==> src/hdl/spvs_cfg.svh <==
/*
  Register offsets, field positions, reset values and sizes of the switch
  priority, VLAN and spanning tree block.
  Assumes inclusion by bare name from the block's design files.
*/
`ifndef SPVS_CFG_SVH
`define SPVS_CFG_SVH

`define SPVS_ADDR_W          8
`define SPVS_OFF_GCFG        8'h00
`define SPVS_OFF_PSTATE      8'h04
`define SPVS_OFF_TCLASS      8'h08
`define SPVS_OFF_REGEN0      8'h0C
`define SPVS_OFF_REGEN1      8'h10
`define SPVS_OFF_REGEN2      8'h14
`define SPVS_OFF_VCMD        8'h18
`define SPVS_OFF_VWDATA      8'h1C
`define SPVS_OFF_VRDATA      8'h20
`define SPVS_OFF_VSTAT       8'h24
`define SPVS_OFF_DSCMD       8'h28
`define SPVS_OFF_DSWDATA     8'h2C
`define SPVS_OFF_DSRDATA     8'h30
`define SPVS_OFF_DSSTAT      8'h34

`define SPVS_GCFG_VLAN_EN    0
`define SPVS_GCFG_MEMB_CHK   1
`define SPVS_GCFG_DA_PRIO    2
`define SPVS_GCFG_PREC_EN    3
`define SPVS_GCFG_DS_EN      4
`define SPVS_GCFG_VPRIO_EN   5
`define SPVS_GCFG_HYB_LSB    8

`define SPVS_VCMD_RNW        5
`define SPVS_VCMD_PORT_DEFAULT_VLAN_ID_SEL   6
`define SPVS_DSCMD_RNW       7

`define SPVS_VE_VID_MSB      11
`define SPVS_VE_MEM_LSB      12
`define SPVS_VE_UNT_LSB      15
`define SPVS_VE_W            18
`define SPVS_PORT_DEFAULT_VLAN_ID_PRIO_LSB   12
`define SPVS_PORT_DEFAULT_VLAN_ID_W          15

`define SPVS_RST_GCFG        11'h000
`define SPVS_RST_PSTATE      6'h00
`define SPVS_RST_TCLASS      16'hFA50
`define SPVS_RST_REGEN       24'hFAC688
`define SPVS_RST_PORT_DEFAULT_VLAN_ID        15'h0001
`define SPVS_VID_NULL        12'h000
`define SPVS_VID_RSVD        12'hFFF
`define SPVS_RESP_OKAY       2'h0
`define SPVS_RESP_SLVERR     2'h2

`endif

==> src/hdl/spvs_pkg.sv <==
/*
  Types of the switch priority, VLAN and spanning tree block.
  Assumes nothing beyond a SystemVerilog compiler.
*/
package spvs_pkg;

  typedef enum logic [1:0] {
    SPVS_ST_FORWARD = 2'h0,
    SPVS_ST_BLOCK   = 2'h1,
    SPVS_ST_LEARN   = 2'h2,
    SPVS_ST_LISTEN  = 2'h3
  } spvs_tree_state_t;

  typedef enum logic [4:0] {
    SPVS_SRC_DEFAULT = 5'h01,
    SPVS_SRC_PREC    = 5'h02,
    SPVS_SRC_DS      = 5'h04,
    SPVS_SRC_VLAN    = 5'h08,
    SPVS_SRC_STATIC  = 5'h10
  } spvs_prio_src_t;

endpackage : spvs_pkg

==> src/hdl/spvs_engine.sv <==
/*
  Switch engine slice: transmit queue selection, VLAN resolution and
  spanning tree port state, configured over AXI4-Lite.
  Assumes packet descriptors synchronous to i_sys_clk, one per valid cycle.
*/
// Local design decisions: the AXI4-Lite interface to the registers and the address map.
`timescale 1ns/100ps
`include "spvs_cfg.svh"

module spvs_engine
  import spvs_pkg::*;
#(
  parameter int VLAN_ENTRIES = 16,
  parameter int DS_ENTRIES   = 64
) (
  input  wire logic                      i_sys_clk,
  input  wire logic                      i_rst,
  input  wire logic [`SPVS_ADDR_W-1:0]   i_awaddr,
  input  wire logic                      i_awvalid,
  output logic                           o_awready,
  input  wire logic [31:0]               i_wdata,
  input  wire logic [3:0]                i_wstrb,
  input  wire logic                      i_wvalid,
  output logic                           o_wready,
  output logic      [1:0]                o_bresp,
  output logic                           o_bvalid,
  input  wire logic                      i_bready,
  input  wire logic [`SPVS_ADDR_W-1:0]   i_araddr,
  input  wire logic                      i_arvalid,
  output logic                           o_arready,
  output logic      [31:0]               o_rdata,
  output logic      [1:0]                o_rresp,
  output logic                           o_rvalid,
  input  wire logic                      i_rready,
  input  wire logic                      i_pkt_valid,
  input  wire logic [1:0]                i_pkt_src_port,
  input  wire logic [2:0]                i_pkt_dst_ports,
  input  wire logic                      i_pkt_tagged,
  input  wire logic [11:0]               i_pkt_tag_vid,
  input  wire logic [2:0]                i_pkt_tag_prio,
  input  wire logic                      i_pkt_is_ipv4,
  input  wire logic                      i_pkt_is_ipv6,
  input  wire logic [7:0]                i_pkt_tos,
  input  wire logic                      i_pkt_da_known,
  input  wire logic                      i_pkt_da_static,
  input  wire logic                      i_pkt_da_override,
  input  wire logic [1:0]                i_pkt_da_static_queue,
  output logic                           o_res_valid,
  output logic                           o_res_drop,
  output logic      [1:0]                o_res_queue,
  output spvs_prio_src_t                 o_res_prio_src,
  output logic      [11:0]               o_res_vid,
  output logic      [2:0]                o_res_member,
  output logic      [2:0]                o_res_untag,
  output logic      [2:0]                o_res_tx_ports,
  output logic                           o_res_learn,
  output logic      [2:0]                o_port_learn_en,
  output logic      [2:0]                o_port_forward
);

  ////////////////////////////////////////////////////////////////////////////
  // Storage.

  logic [10:0]                                  gcfg;
  logic [5:0]                                   port_tree_state_reg;
  logic [15:0]                                  tclass;
  logic [2:0][23:0]                             regen;
  logic [VLAN_ENTRIES-1:0][`SPVS_VE_W-1:0]      vlan_tbl;
  logic [2:0][`SPVS_PORT_DEFAULT_VLAN_ID_W-1:0]                 port_default_vlan_id_tbl;
  logic [2:0]                                   ds_tbl [DS_ENTRIES];
  logic [6:0]                                   vlan_table_command_reg;
  logic [17:0]                                  vlan_wdata;
  logic [17:0]                                  vlan_rdata;
  logic                                         vlan_busy;
  logic [7:0]                                   ds_table_command_reg;
  logic [2:0]                                   ds_wdata;
  logic [2:0]                                   ds_rdata;
  logic                                         ds_busy;
  logic [`SPVS_ADDR_W-1:0]                      rd_addr;

  ////////////////////////////////////////////////////////////////////////////
  // AXI4-Lite decode.

  wire        wr_go     = i_awvalid & i_wvalid & ~o_awready & ~o_bvalid;
  wire        wr_fire   = i_awvalid & o_awready & i_wvalid & o_wready;
  wire        rd_go     = i_arvalid & ~o_arready & ~o_rvalid;
  wire        rd_fire   = i_arvalid & o_arready;
  wire [31:0] wmask     = {{8{i_wstrb[3]}}, {8{i_wstrb[2]}}, {8{i_wstrb[1]}}, {8{i_wstrb[0]}}};
  wire        wa_gcfg   = i_awaddr == `SPVS_OFF_GCFG;
  wire        wa_pstate = i_awaddr == `SPVS_OFF_PSTATE;
  wire        wa_tclass = i_awaddr == `SPVS_OFF_TCLASS;
  wire        wa_reg0   = i_awaddr == `SPVS_OFF_REGEN0;
  wire        wa_reg1   = i_awaddr == `SPVS_OFF_REGEN1;
  wire        wa_reg2   = i_awaddr == `SPVS_OFF_REGEN2;
  wire        wa_vcmd   = i_awaddr == `SPVS_OFF_VCMD;
  wire        wa_vwdata = i_awaddr == `SPVS_OFF_VWDATA;
  wire        wa_dscmd  = i_awaddr == `SPVS_OFF_DSCMD;
  wire        wa_dswdat = i_awaddr == `SPVS_OFF_DSWDATA;
  wire        wa_ro     = (i_awaddr == `SPVS_OFF_VRDATA) | (i_awaddr == `SPVS_OFF_VSTAT) |
                          (i_awaddr == `SPVS_OFF_DSRDATA) | (i_awaddr == `SPVS_OFF_DSSTAT);
  wire        wa_ok     = wa_gcfg | wa_pstate | wa_tclass | wa_reg0 | wa_reg1 | wa_reg2 |
                          wa_vcmd | wa_vwdata | wa_dscmd | wa_dswdat | wa_ro;

  function automatic logic [31:0] merge(input logic [31:0] old_v, input logic [31:0] new_v,
                                        input logic [31:0] m);
    merge = (old_v & ~m) | (new_v & m);
  endfunction : merge

  wire [31:0] next_gcfg   = merge({21'h0, gcfg}, i_wdata, wmask);
  wire [31:0] next_pstate = merge({26'h0, port_tree_state_reg}, i_wdata, wmask);
  wire [31:0] next_tclass = merge({16'h0, tclass}, i_wdata, wmask);
  wire [31:0] next_vcmd   = merge({25'h0, vlan_table_command_reg}, i_wdata, wmask);
  wire [31:0] next_vwdata = merge({14'h0, vlan_wdata}, i_wdata, wmask);
  wire [31:0] next_dscmd  = merge({24'h0, ds_table_command_reg}, i_wdata, wmask);
  wire [31:0] next_dswdat = merge({29'h0, ds_wdata}, i_wdata, wmask);
  wire [2:0][31:0] next_regen;
  for (genvar p = 0; p < 3; p++) begin : g_regen_merge
    assign next_regen[p] = merge({8'h0, regen[p]}, i_wdata, wmask);
  end

  wire [31:0] rd_mux =
    (rd_addr == `SPVS_OFF_GCFG)    ? {21'h0, gcfg} :
    (rd_addr == `SPVS_OFF_PSTATE)  ? {26'h0, port_tree_state_reg} :
    (rd_addr == `SPVS_OFF_TCLASS)  ? {16'h0, tclass} :
    (rd_addr == `SPVS_OFF_REGEN0)  ? {8'h0, regen[0]} :
    (rd_addr == `SPVS_OFF_REGEN1)  ? {8'h0, regen[1]} :
    (rd_addr == `SPVS_OFF_REGEN2)  ? {8'h0, regen[2]} :
    (rd_addr == `SPVS_OFF_VCMD)    ? {25'h0, vlan_table_command_reg} :
    (rd_addr == `SPVS_OFF_VWDATA)  ? {14'h0, vlan_wdata} :
    (rd_addr == `SPVS_OFF_VRDATA)  ? {14'h0, vlan_rdata} :
    (rd_addr == `SPVS_OFF_VSTAT)   ? {31'h0, vlan_busy} :
    (rd_addr == `SPVS_OFF_DSCMD)   ? {24'h0, ds_table_command_reg} :
    (rd_addr == `SPVS_OFF_DSWDATA) ? {29'h0, ds_wdata} :
    (rd_addr == `SPVS_OFF_DSRDATA) ? {29'h0, ds_rdata} :
    (rd_addr == `SPVS_OFF_DSSTAT)  ? {31'h0, ds_busy} : 32'h0;
  wire rd_ok = (rd_addr <= `SPVS_OFF_DSSTAT) & (rd_addr[1:0] == 2'h0);

  ////////////////////////////////////////////////////////////////////////////
  // Bus handshake.

  always_ff @(posedge i_sys_clk or posedge i_rst) begin
    if (i_rst) begin
      o_awready <= 1'b0;
      o_wready  <= 1'b0;
      o_bvalid  <= 1'b0;
      o_bresp   <= `SPVS_RESP_OKAY;
      o_arready <= 1'b0;
      o_rvalid  <= 1'b0;
      o_rresp   <= `SPVS_RESP_OKAY;
      o_rdata   <= 32'h0;
      rd_addr   <= 8'h0;
    end else begin
      o_awready <= wr_go;
      o_wready  <= wr_go;
      if (wr_fire) begin
        o_bvalid <= 1'b1;
        o_bresp  <= wa_ok ? `SPVS_RESP_OKAY : `SPVS_RESP_SLVERR;
      end else if (i_bready) begin
        o_bvalid <= 1'b0;
      end
      o_arready <= rd_go;
      if (rd_go) begin
        rd_addr <= i_araddr;
      end
      if (rd_fire) begin
        o_rvalid <= 1'b1;
        o_rdata  <= rd_mux;
        o_rresp  <= rd_ok ? `SPVS_RESP_OKAY : `SPVS_RESP_SLVERR;
      end else if (i_rready) begin
        o_rvalid <= 1'b0;
      end
    end
  end

  ////////////////////////////////////////////////////////////////////////////
  // Configuration registers and indirect table access.

  wire       vcmd_go  = wr_fire & wa_vcmd;
  wire [4:0] v_idx    = next_vcmd[4:0];
  wire       v_port_default_vlan_id   = next_vcmd[`SPVS_VCMD_PORT_DEFAULT_VLAN_ID_SEL];
  wire       v_rnw    = next_vcmd[`SPVS_VCMD_RNW];
  wire       dscmd_go = wr_fire & wa_dscmd;
  wire [5:0] ds_idx   = next_dscmd[5:0];

  always_ff @(posedge i_sys_clk or posedge i_rst) begin
    if (i_rst) begin
      gcfg                   <= `SPVS_RST_GCFG;
      port_tree_state_reg    <= `SPVS_RST_PSTATE;
      tclass                 <= `SPVS_RST_TCLASS;
      regen                  <= {3{`SPVS_RST_REGEN}};
      vlan_tbl               <= '0;
      port_default_vlan_id_tbl               <= {3{`SPVS_RST_PORT_DEFAULT_VLAN_ID}};
      vlan_table_command_reg <= 7'h00;
      vlan_wdata             <= 18'h00000;
      vlan_rdata             <= 18'h00000;
      vlan_busy              <= 1'b0;
      ds_table_command_reg   <= 8'h00;
      ds_wdata               <= 3'h0;
      ds_rdata               <= 3'h0;
      ds_busy                <= 1'b0;
    end else begin
      vlan_busy <= vcmd_go;
      ds_busy   <= dscmd_go;
      if (wr_fire & wa_gcfg)   gcfg <= next_gcfg[10:0];
      if (wr_fire & wa_pstate) port_tree_state_reg <= next_pstate[5:0];
      if (wr_fire & wa_tclass) tclass <= next_tclass[15:0];
      if (wr_fire & wa_reg0)   regen[0] <= next_regen[0][23:0];
      if (wr_fire & wa_reg1)   regen[1] <= next_regen[1][23:0];
      if (wr_fire & wa_reg2)   regen[2] <= next_regen[2][23:0];
      if (wr_fire & wa_vwdata) vlan_wdata <= next_vwdata[17:0];
      if (wr_fire & wa_dswdat) ds_wdata <= next_dswdat[2:0];
      if (vcmd_go) begin
        vlan_table_command_reg <= next_vcmd[6:0];
        if (v_port_default_vlan_id && v_idx < 5'd3) begin
          if (v_rnw) vlan_rdata <= {3'h0, port_default_vlan_id_tbl[v_idx[1:0]]};
          else       port_default_vlan_id_tbl[v_idx[1:0]] <= vlan_wdata[`SPVS_PORT_DEFAULT_VLAN_ID_W-1:0];
        end else if (!v_port_default_vlan_id && v_idx < 5'(VLAN_ENTRIES)) begin
          if (v_rnw) vlan_rdata <= vlan_tbl[v_idx[3:0]];
          else       vlan_tbl[v_idx[3:0]] <= vlan_wdata;
        end
      end
      if (dscmd_go) begin
        ds_table_command_reg <= next_dscmd[7:0];
        if (next_dscmd[`SPVS_DSCMD_RNW]) ds_rdata <= ds_tbl[ds_idx];
      end
    end
  end

  // The diffserv table has no reset; software must fill it before use.
  always_ff @(posedge i_sys_clk) begin
    if (dscmd_go && !next_dscmd[`SPVS_DSCMD_RNW]) begin
      ds_tbl[ds_idx] <= ds_wdata;
    end
  end

  ////////////////////////////////////////////////////////////////////////////
  // Spanning tree port state.

  logic [2:0] port_fwd;
  logic [2:0] port_learn;
  for (genvar p = 0; p < 3; p++) begin : g_tree
    wire spvs_tree_state_t st = spvs_tree_state_t'(port_tree_state_reg[2*p+:2]);
    assign port_fwd[p]   = st == SPVS_ST_FORWARD;
    assign port_learn[p] = (st == SPVS_ST_FORWARD) | (st == SPVS_ST_LEARN);
  end

  ////////////////////////////////////////////////////////////////////////////
  // VLAN resolution.

  wire        src_ok    = i_pkt_src_port != 2'h3;
  wire [1:0]  src       = src_ok ? i_pkt_src_port : 2'h0;
  wire [2:0]  src_bit   = 3'h1 << src;
  wire [`SPVS_PORT_DEFAULT_VLAN_ID_W-1:0] port_default_vlan_id_ent = port_default_vlan_id_tbl[src];
  wire        vid_tag   = i_pkt_tagged & (i_pkt_tag_vid != `SPVS_VID_NULL);
  wire        vid_rsvd  = vid_tag & (i_pkt_tag_vid == `SPVS_VID_RSVD);
  wire [11:0] res_vid   = vid_tag ? i_pkt_tag_vid : port_default_vlan_id_ent[11:0];
  wire        vlan_en   = gcfg[`SPVS_GCFG_VLAN_EN];
  wire        lk_hit;
  wire [2:0]  lk_member;
  wire [2:0]  lk_untag;

  spvs_vlan_lookup #(
    .ENTRIES  (VLAN_ENTRIES)
  ) u_lookup (
    .i_table  (vlan_tbl),
    .i_vid    (res_vid),
    .o_hit    (lk_hit),
    .o_member (lk_member),
    .o_untag  (lk_untag)
  );

  wire        use_entry = lk_hit & ~vid_rsvd;
  wire [2:0]  member    = use_entry ? lk_member : 3'h0;
  wire [2:0]  untag     = (use_entry ? lk_untag : 3'h0) & gcfg[`SPVS_GCFG_HYB_LSB+:3];
  wire        override  = i_pkt_da_static & i_pkt_da_override;
  wire [2:0]  fwd_mask  = override ? 3'h7 : port_fwd;
  wire [2:0]  vmask     = vlan_en ? member : 3'h7;
  wire [2:0]  tx_ports  = i_pkt_dst_ports & fwd_mask & vmask & ~src_bit;
  wire        memb_chk  = vlan_en & gcfg[`SPVS_GCFG_MEMB_CHK];
  wire        drop      = ~src_ok |
                          (~override & ~port_fwd[src]) |
                          (vlan_en & vid_rsvd) |
                          (memb_chk & ~member[src]) |
                          (memb_chk & ((i_pkt_dst_ports & ~member) != 3'h0)) |
                          (vlan_en & ~i_pkt_da_known & (tx_ports == 3'h0));

  ////////////////////////////////////////////////////////////////////////////
  // Transmit priority selection.

  wire        is_ip     = i_pkt_is_ipv4 | i_pkt_is_ipv6;
  wire [2:0]  prec_prio = i_pkt_tos[7:5];
  wire [2:0]  ds_prio   = ds_tbl[i_pkt_tos[7:2]];
  wire [23:0] src_regen = regen[src];
  wire [2:0]  vlan_prio = src_regen[3*i_pkt_tag_prio+:3];
  wire [2:0]  dflt_prio = port_default_vlan_id_ent[`SPVS_PORT_DEFAULT_VLAN_ID_PRIO_LSB+:3];
  wire        sel_stat  = gcfg[`SPVS_GCFG_DA_PRIO] & i_pkt_da_static;
  wire        sel_vlan  = gcfg[`SPVS_GCFG_VPRIO_EN] & i_pkt_tagged;
  wire        sel_ds    = gcfg[`SPVS_GCFG_DS_EN] & is_ip;
  wire        sel_prec  = gcfg[`SPVS_GCFG_PREC_EN] & i_pkt_is_ipv4;
  wire spvs_prio_src_t next_src =
    sel_stat ? SPVS_SRC_STATIC :
    sel_vlan ? SPVS_SRC_VLAN :
    sel_ds   ? SPVS_SRC_DS :
    sel_prec ? SPVS_SRC_PREC : SPVS_SRC_DEFAULT;
  wire [2:0]  sel_prio  = sel_vlan ? vlan_prio :
                          sel_ds   ? ds_prio :
                          sel_prec ? prec_prio : dflt_prio;
  wire [1:0]  next_queue = sel_stat ? i_pkt_da_static_queue :
                                      tclass[2*sel_prio+:2];

  ////////////////////////////////////////////////////////////////////////////
  // Result register.

  always_ff @(posedge i_sys_clk or posedge i_rst) begin
    if (i_rst) begin
      o_res_valid     <= 1'b0;
      o_res_drop      <= 1'b0;
      o_res_queue     <= 2'h0;
      o_res_prio_src  <= SPVS_SRC_DEFAULT;
      o_res_vid       <= 12'h000;
      o_res_member    <= 3'h0;
      o_res_untag     <= 3'h0;
      o_res_tx_ports  <= 3'h0;
      o_res_learn     <= 1'b0;
      o_port_learn_en <= 3'h0;
      o_port_forward  <= 3'h0;
    end else begin
      o_res_valid     <= i_pkt_valid;
      o_port_learn_en <= port_learn;
      o_port_forward  <= port_fwd;
      if (i_pkt_valid) begin
        o_res_drop     <= drop;
        o_res_queue    <= next_queue;
        o_res_prio_src <= next_src;
        o_res_vid      <= res_vid;
        o_res_member   <= member;
        o_res_untag    <= untag;
        o_res_tx_ports <= drop ? 3'h0 : tx_ports;
        o_res_learn    <= src_ok & port_learn[src];
      end
    end
  end

endmodule : spvs_engine

==> src/hdl/spvs_vlan_lookup.sv <==
/*
  Associative search of the active VLAN table for one identifier.
  Assumes the table arrives flattened as packed entries from the owner.
*/
`timescale 1ns/100ps
`include "spvs_cfg.svh"

module spvs_vlan_lookup
  import spvs_pkg::*;
#(
  parameter int ENTRIES = 16
) (
  input  wire logic [ENTRIES-1:0][`SPVS_VE_W-1:0] i_table,
  input  wire logic [11:0]                         i_vid,
  output logic                                     o_hit,
  output logic      [2:0]                          o_member,
  output logic      [2:0]                          o_untag
);

  // First matching entry wins; a miss yields an empty membership.
  always_comb begin
    o_hit    = 1'b0;
    o_member = 3'h0;
    o_untag  = 3'h0;
    for (int i = ENTRIES - 1; i >= 0; i--) begin
      if (i_table[i][`SPVS_VE_VID_MSB:0] == i_vid) begin
        o_hit    = 1'b1;
        o_member = i_table[i][`SPVS_VE_MEM_LSB+:3];
        o_untag  = i_table[i][`SPVS_VE_UNT_LSB+:3];
      end
    end
  end

endmodule : spvs_vlan_lookup
==> config.mk <==
export PLATFORM = sky130hd
export DESIGN_NAME = spvs_engine
export DESIGN_NICKNAME = d
export VERILOG_FILES = /design/src/hdl/spvs_pkg.sv /design/src/hdl/spvs_engine.sv /design/src/hdl/spvs_vlan_lookup.sv
export VERILOG_INCLUDE_DIRS = /design/src /design/src/hdl
export SDC_FILE = /design/constraint.sdc
export NUM_CORES = 2
export LEC_CHECK = 0
export ABC_AREA = 0
export BUFFER_PORTS_ARGS = -buffer_cell sky130_fd_sc_hd__buf_2
export CORE_ASPECT_RATIO = 0.75
export CORE_MARGIN = 2
export CORE_UTILIZATION = 63
export DETAILED_ROUTE_END_ITERATION = 6
export GPL_TIMING_DRIVEN = 1
export PLACE_DENSITY = 0.78
export SYNTH_ARGS = -nofsm -noshare
export SYNTH_HDL_FRONTEND = slang
export SYNTH_SLANG_ARGS = --single-unit
export TNS_END_PERCENT = 30
==> constraint.sdc <==
create_clock -name i_sys_clk -period 20.8 [get_ports i_sys_clk]
set_input_delay 0 -clock i_sys_clk [delete_from_list [all_inputs] [get_ports i_sys_clk]]
set_output_delay 0 -clock i_sys_clk [all_outputs]
set_load 0.05 [all_outputs]
==> reports/qor.yml <==
dp_hpwl_um: 98000
grt_pass1_wl_um: 220000
synth_area_leaders: "dfrtp_1 31%, edfxtp_1 14%, mux2_2 13%, nand2_1 4.3%, mux4_2 4.2%"
hold_ws_ns: -0.0310
critical_path_class: "in -> reg"
ant_nets: 0
synth.distinct_cells: 96
grt_max_degree: 164
nets: 4024
worst_ep_arrival_time_ns: 8.11
cp-end-kind: "register"
p_leak_nw: 19.6
crit_top_cell: "dlygate4sd3_1"
cp_slowest_cell: "mux2i_1"
yosysWarnings: 0
synth_enable_flop_cells: 192
worstHoldPathType: "in -> async"
io_pins: 174
rsz0062_at_grt: "no"
clockBufferDepth: 3
syn_to_final_growth_pct: 11.4
worstSkewPairLatency_ns: 0.66
max_cap_viol_count: 0
yosys_register_bits: 764
yosysSeqAreaShare_pct: 48.0
grt_pass1_vias: 33701
place_congestion: 1.04
cts_root_buf: "clkbuf_16"
drt_iter0_drc: 6353
postSynthAreaPerCell_sq_um: 10.9
power_density_nw_per_um2: 71.8
cts_sinks: 764
drt_wl_total_um: 149000
initial_core_util_pct: 64.0
nFillCells: 4555
final_common_cell: "dfrtp_1"
synth.top_cell.area_share_pct: 31.3
netlist_instances: 3834
die-area_sq_um: 68700
required_ns: 21.33
place_area_sq_um: 43300
firstDrtPassIters: 7
critPathMaxFanout: 39
min_period_ns: 7.58
grt.overflow.total: 0
synth_flop_cell: "dfrtp_1"
num_vias: 36149
period_share_pct: 36.4
io_buffers: 152
relSlewSlack_pct: 2.77
drc: 6
yosysTopAreaCell: "dfrtp_1"
final-hold-violation-count: 12
violations: "design-rule violations, negative hold slack"
grtUsageTotal_pct: 43.3
status: "complete, but fails checks"
max_freq_mhz: 132
placementRows: 81
clkTransAtPathRegs_ns: 0.07
final_cell_mix: "524 x dfrtp_1, 487 x mux2_2, 482 x nand2_1, 195 x nor2_1, 192 x edfxtp_1"
routedWlPerCell_um: 30.7
vias_per_cell: 7.44
clock_skew_ns: 0.0170
slowest_delay_ns: 0.95
worstPathCellList: "dlygate4sd3_1 -> buf_2 -> inv_1 -> ha_2 -> buf_4 -> mux2i_1 -> o21ai_1 -> buf_4 -> mux2i_1 -> xnor2_1 -> or4_1 -> nor3_2 -> a2111oi_0 -> or4b_1 -> a2111oi_2 -> o21ai_2 -> o221ai_1 -> dlygate4sd3_1 -> o22ai_1 -> a31o_1 -> dlygate4sd3_1"
drive_gt1_share_pct: 25.9
die_y_um: 227
finalInstanceArea_sq_um: 46700
antenna_found_initial: 10
coreArea_sq_um: 65500
tightestPinTransition_ns: 1.45
cp-start-kind: "primary input"
tritoncts: "yes"
async_flop_share_pct: 74.9
htree_num_levels: 3
fin_tns_setup_ns: 0
cts_buffers: 77
mappedNetlistArea_sq_um: 41900
die_width_um: 302
ir_drop_mv: 0.0722
finalMaxSlewViolations: 0
setup_viol: 0
## per-layer routing
metal  global-route usage (%)  part of all wire (%)
met1                     60.2                    37
met2                     59.8                    41
met4                     18.7                   5.3
met3                     17.2                    17
met5                    0.910                 0.078
## synth_stat cells, types with 39 or more instances
cell      instances
dfstp_2          48
edfxtp_1        192
inv_1            88
dfrtp_1         524
a311oi_1         57
o22ai_1          41
a221oi_1         45
nor3_1           41
mux2_2          489
clkbuf_1        223
a22oi_1         117
o21ai_0         106
a31oi_1          65
mux2i_1          63
and3_1           50
xnor2_1          92
nand2_1         483
buf_1            39
xor2_1           62
nor2_1          196
mux4_2           78
nand3_1          93
a21oi_1         126
## kinds of logic after synthesis
family | after synthesis | share of synthesized area [%]
other | 1 | 0.00894
buffers and inverters | 395 | 3.94
AO/OA/AOI/OAI | 830 | 14.1
multiplexers | 633 | 18.9
XOR/XNOR | 154 | 3.22
adder cells (fa/ha/maj) | 4 | 0.119
flip-flops | 764 | 48.0
AND/OR/NAND/NOR | 1053 | 11.6
## power breakdown
group	internal [mW]	leakage [nW]	switching (mW)
registers	1.54	9.92	0.0118
logic	0.0835	8.39	0.222
clock network	0.873	1.32	0.622
total	2.50	19.6	0.857
## per-stage QoR
stage          util (%)  std cells  setup slack, ns  total power, mW
2_1_floorplan         -       3843             4.88             1.76
3_3_place_gp       66.2       4645            14.26             1.86
3_5_place_dp       66.2       4645            14.18             1.86
4_1_cts            71.4       4856            13.66             3.34
5_1_grt            71.4       4857            13.20             3.43
6_report           71.4       4860            13.22             3.36
## critical path, delay by kind of cell
family,cells,cell delay [ns]
compound gates,7,1.53
mux,2,1.23
simple gates,3,2.12
xor+xnor,1,0.32
fa+ha+maj,1,0.17
buf+inv,7,2.66
## path summary, 6_finish.rpt
| path | cells past startpoint | start | to | slack [ns] |
|---|---|---|---|---|
| max | 21 | i_pkt_src_port[0] | o_res_drop$_DFFE_PP0P_ | 13.22 |
| max in group asynchronous | 6 | i_rst | o_res_member[0]$_DFFE_PP0P_ | 17.72 |
| min reg2reg | 1 | o_bvalid$_DFFE_PP0P_ | o_wready$_DFF_PP0_ | 0.47 |
| min | 3 | i_rst | vlan_tbl[115]$_DFFE_PP0P_ | -0.03 |
| max reg2reg | 16 | port_default_vlan_id_tbl[41]$_DFFE_PP0P_ | o_res_drop$_DFFE_PP0P_ | 13.78 |
| min in group i_sys_clk | 7 | i_pkt_da_override | o_res_tx_ports[0]$_DFFE_PP0P_ | 0.04 |
## repair_timing
action / 4_1_cts / 5_1_grt
buffers inserted: 0 / 0
gates resized for setup: 0 / 0
hold buffers: 71 / 0
endpoints found under the hold margin: 255 / 0
## cell type report
class / instances / area, sq um / area share [%]
inverter: 90 / 345 / 0.739
timing repair buffer: 307 / 2130 / 4.55
clock inverter: 28 / 349 / 0.747
clock buffer: 112 / 2350 / 5.02
multi-input combinational: 2684 / 20300 / 43.5
tap: 871 / 1090 / 2.33
antenna: 4 / 10.0 / 0.0214
sequential: 764 / 20100 / 43.1
Power figures use the tool's default switching activity.
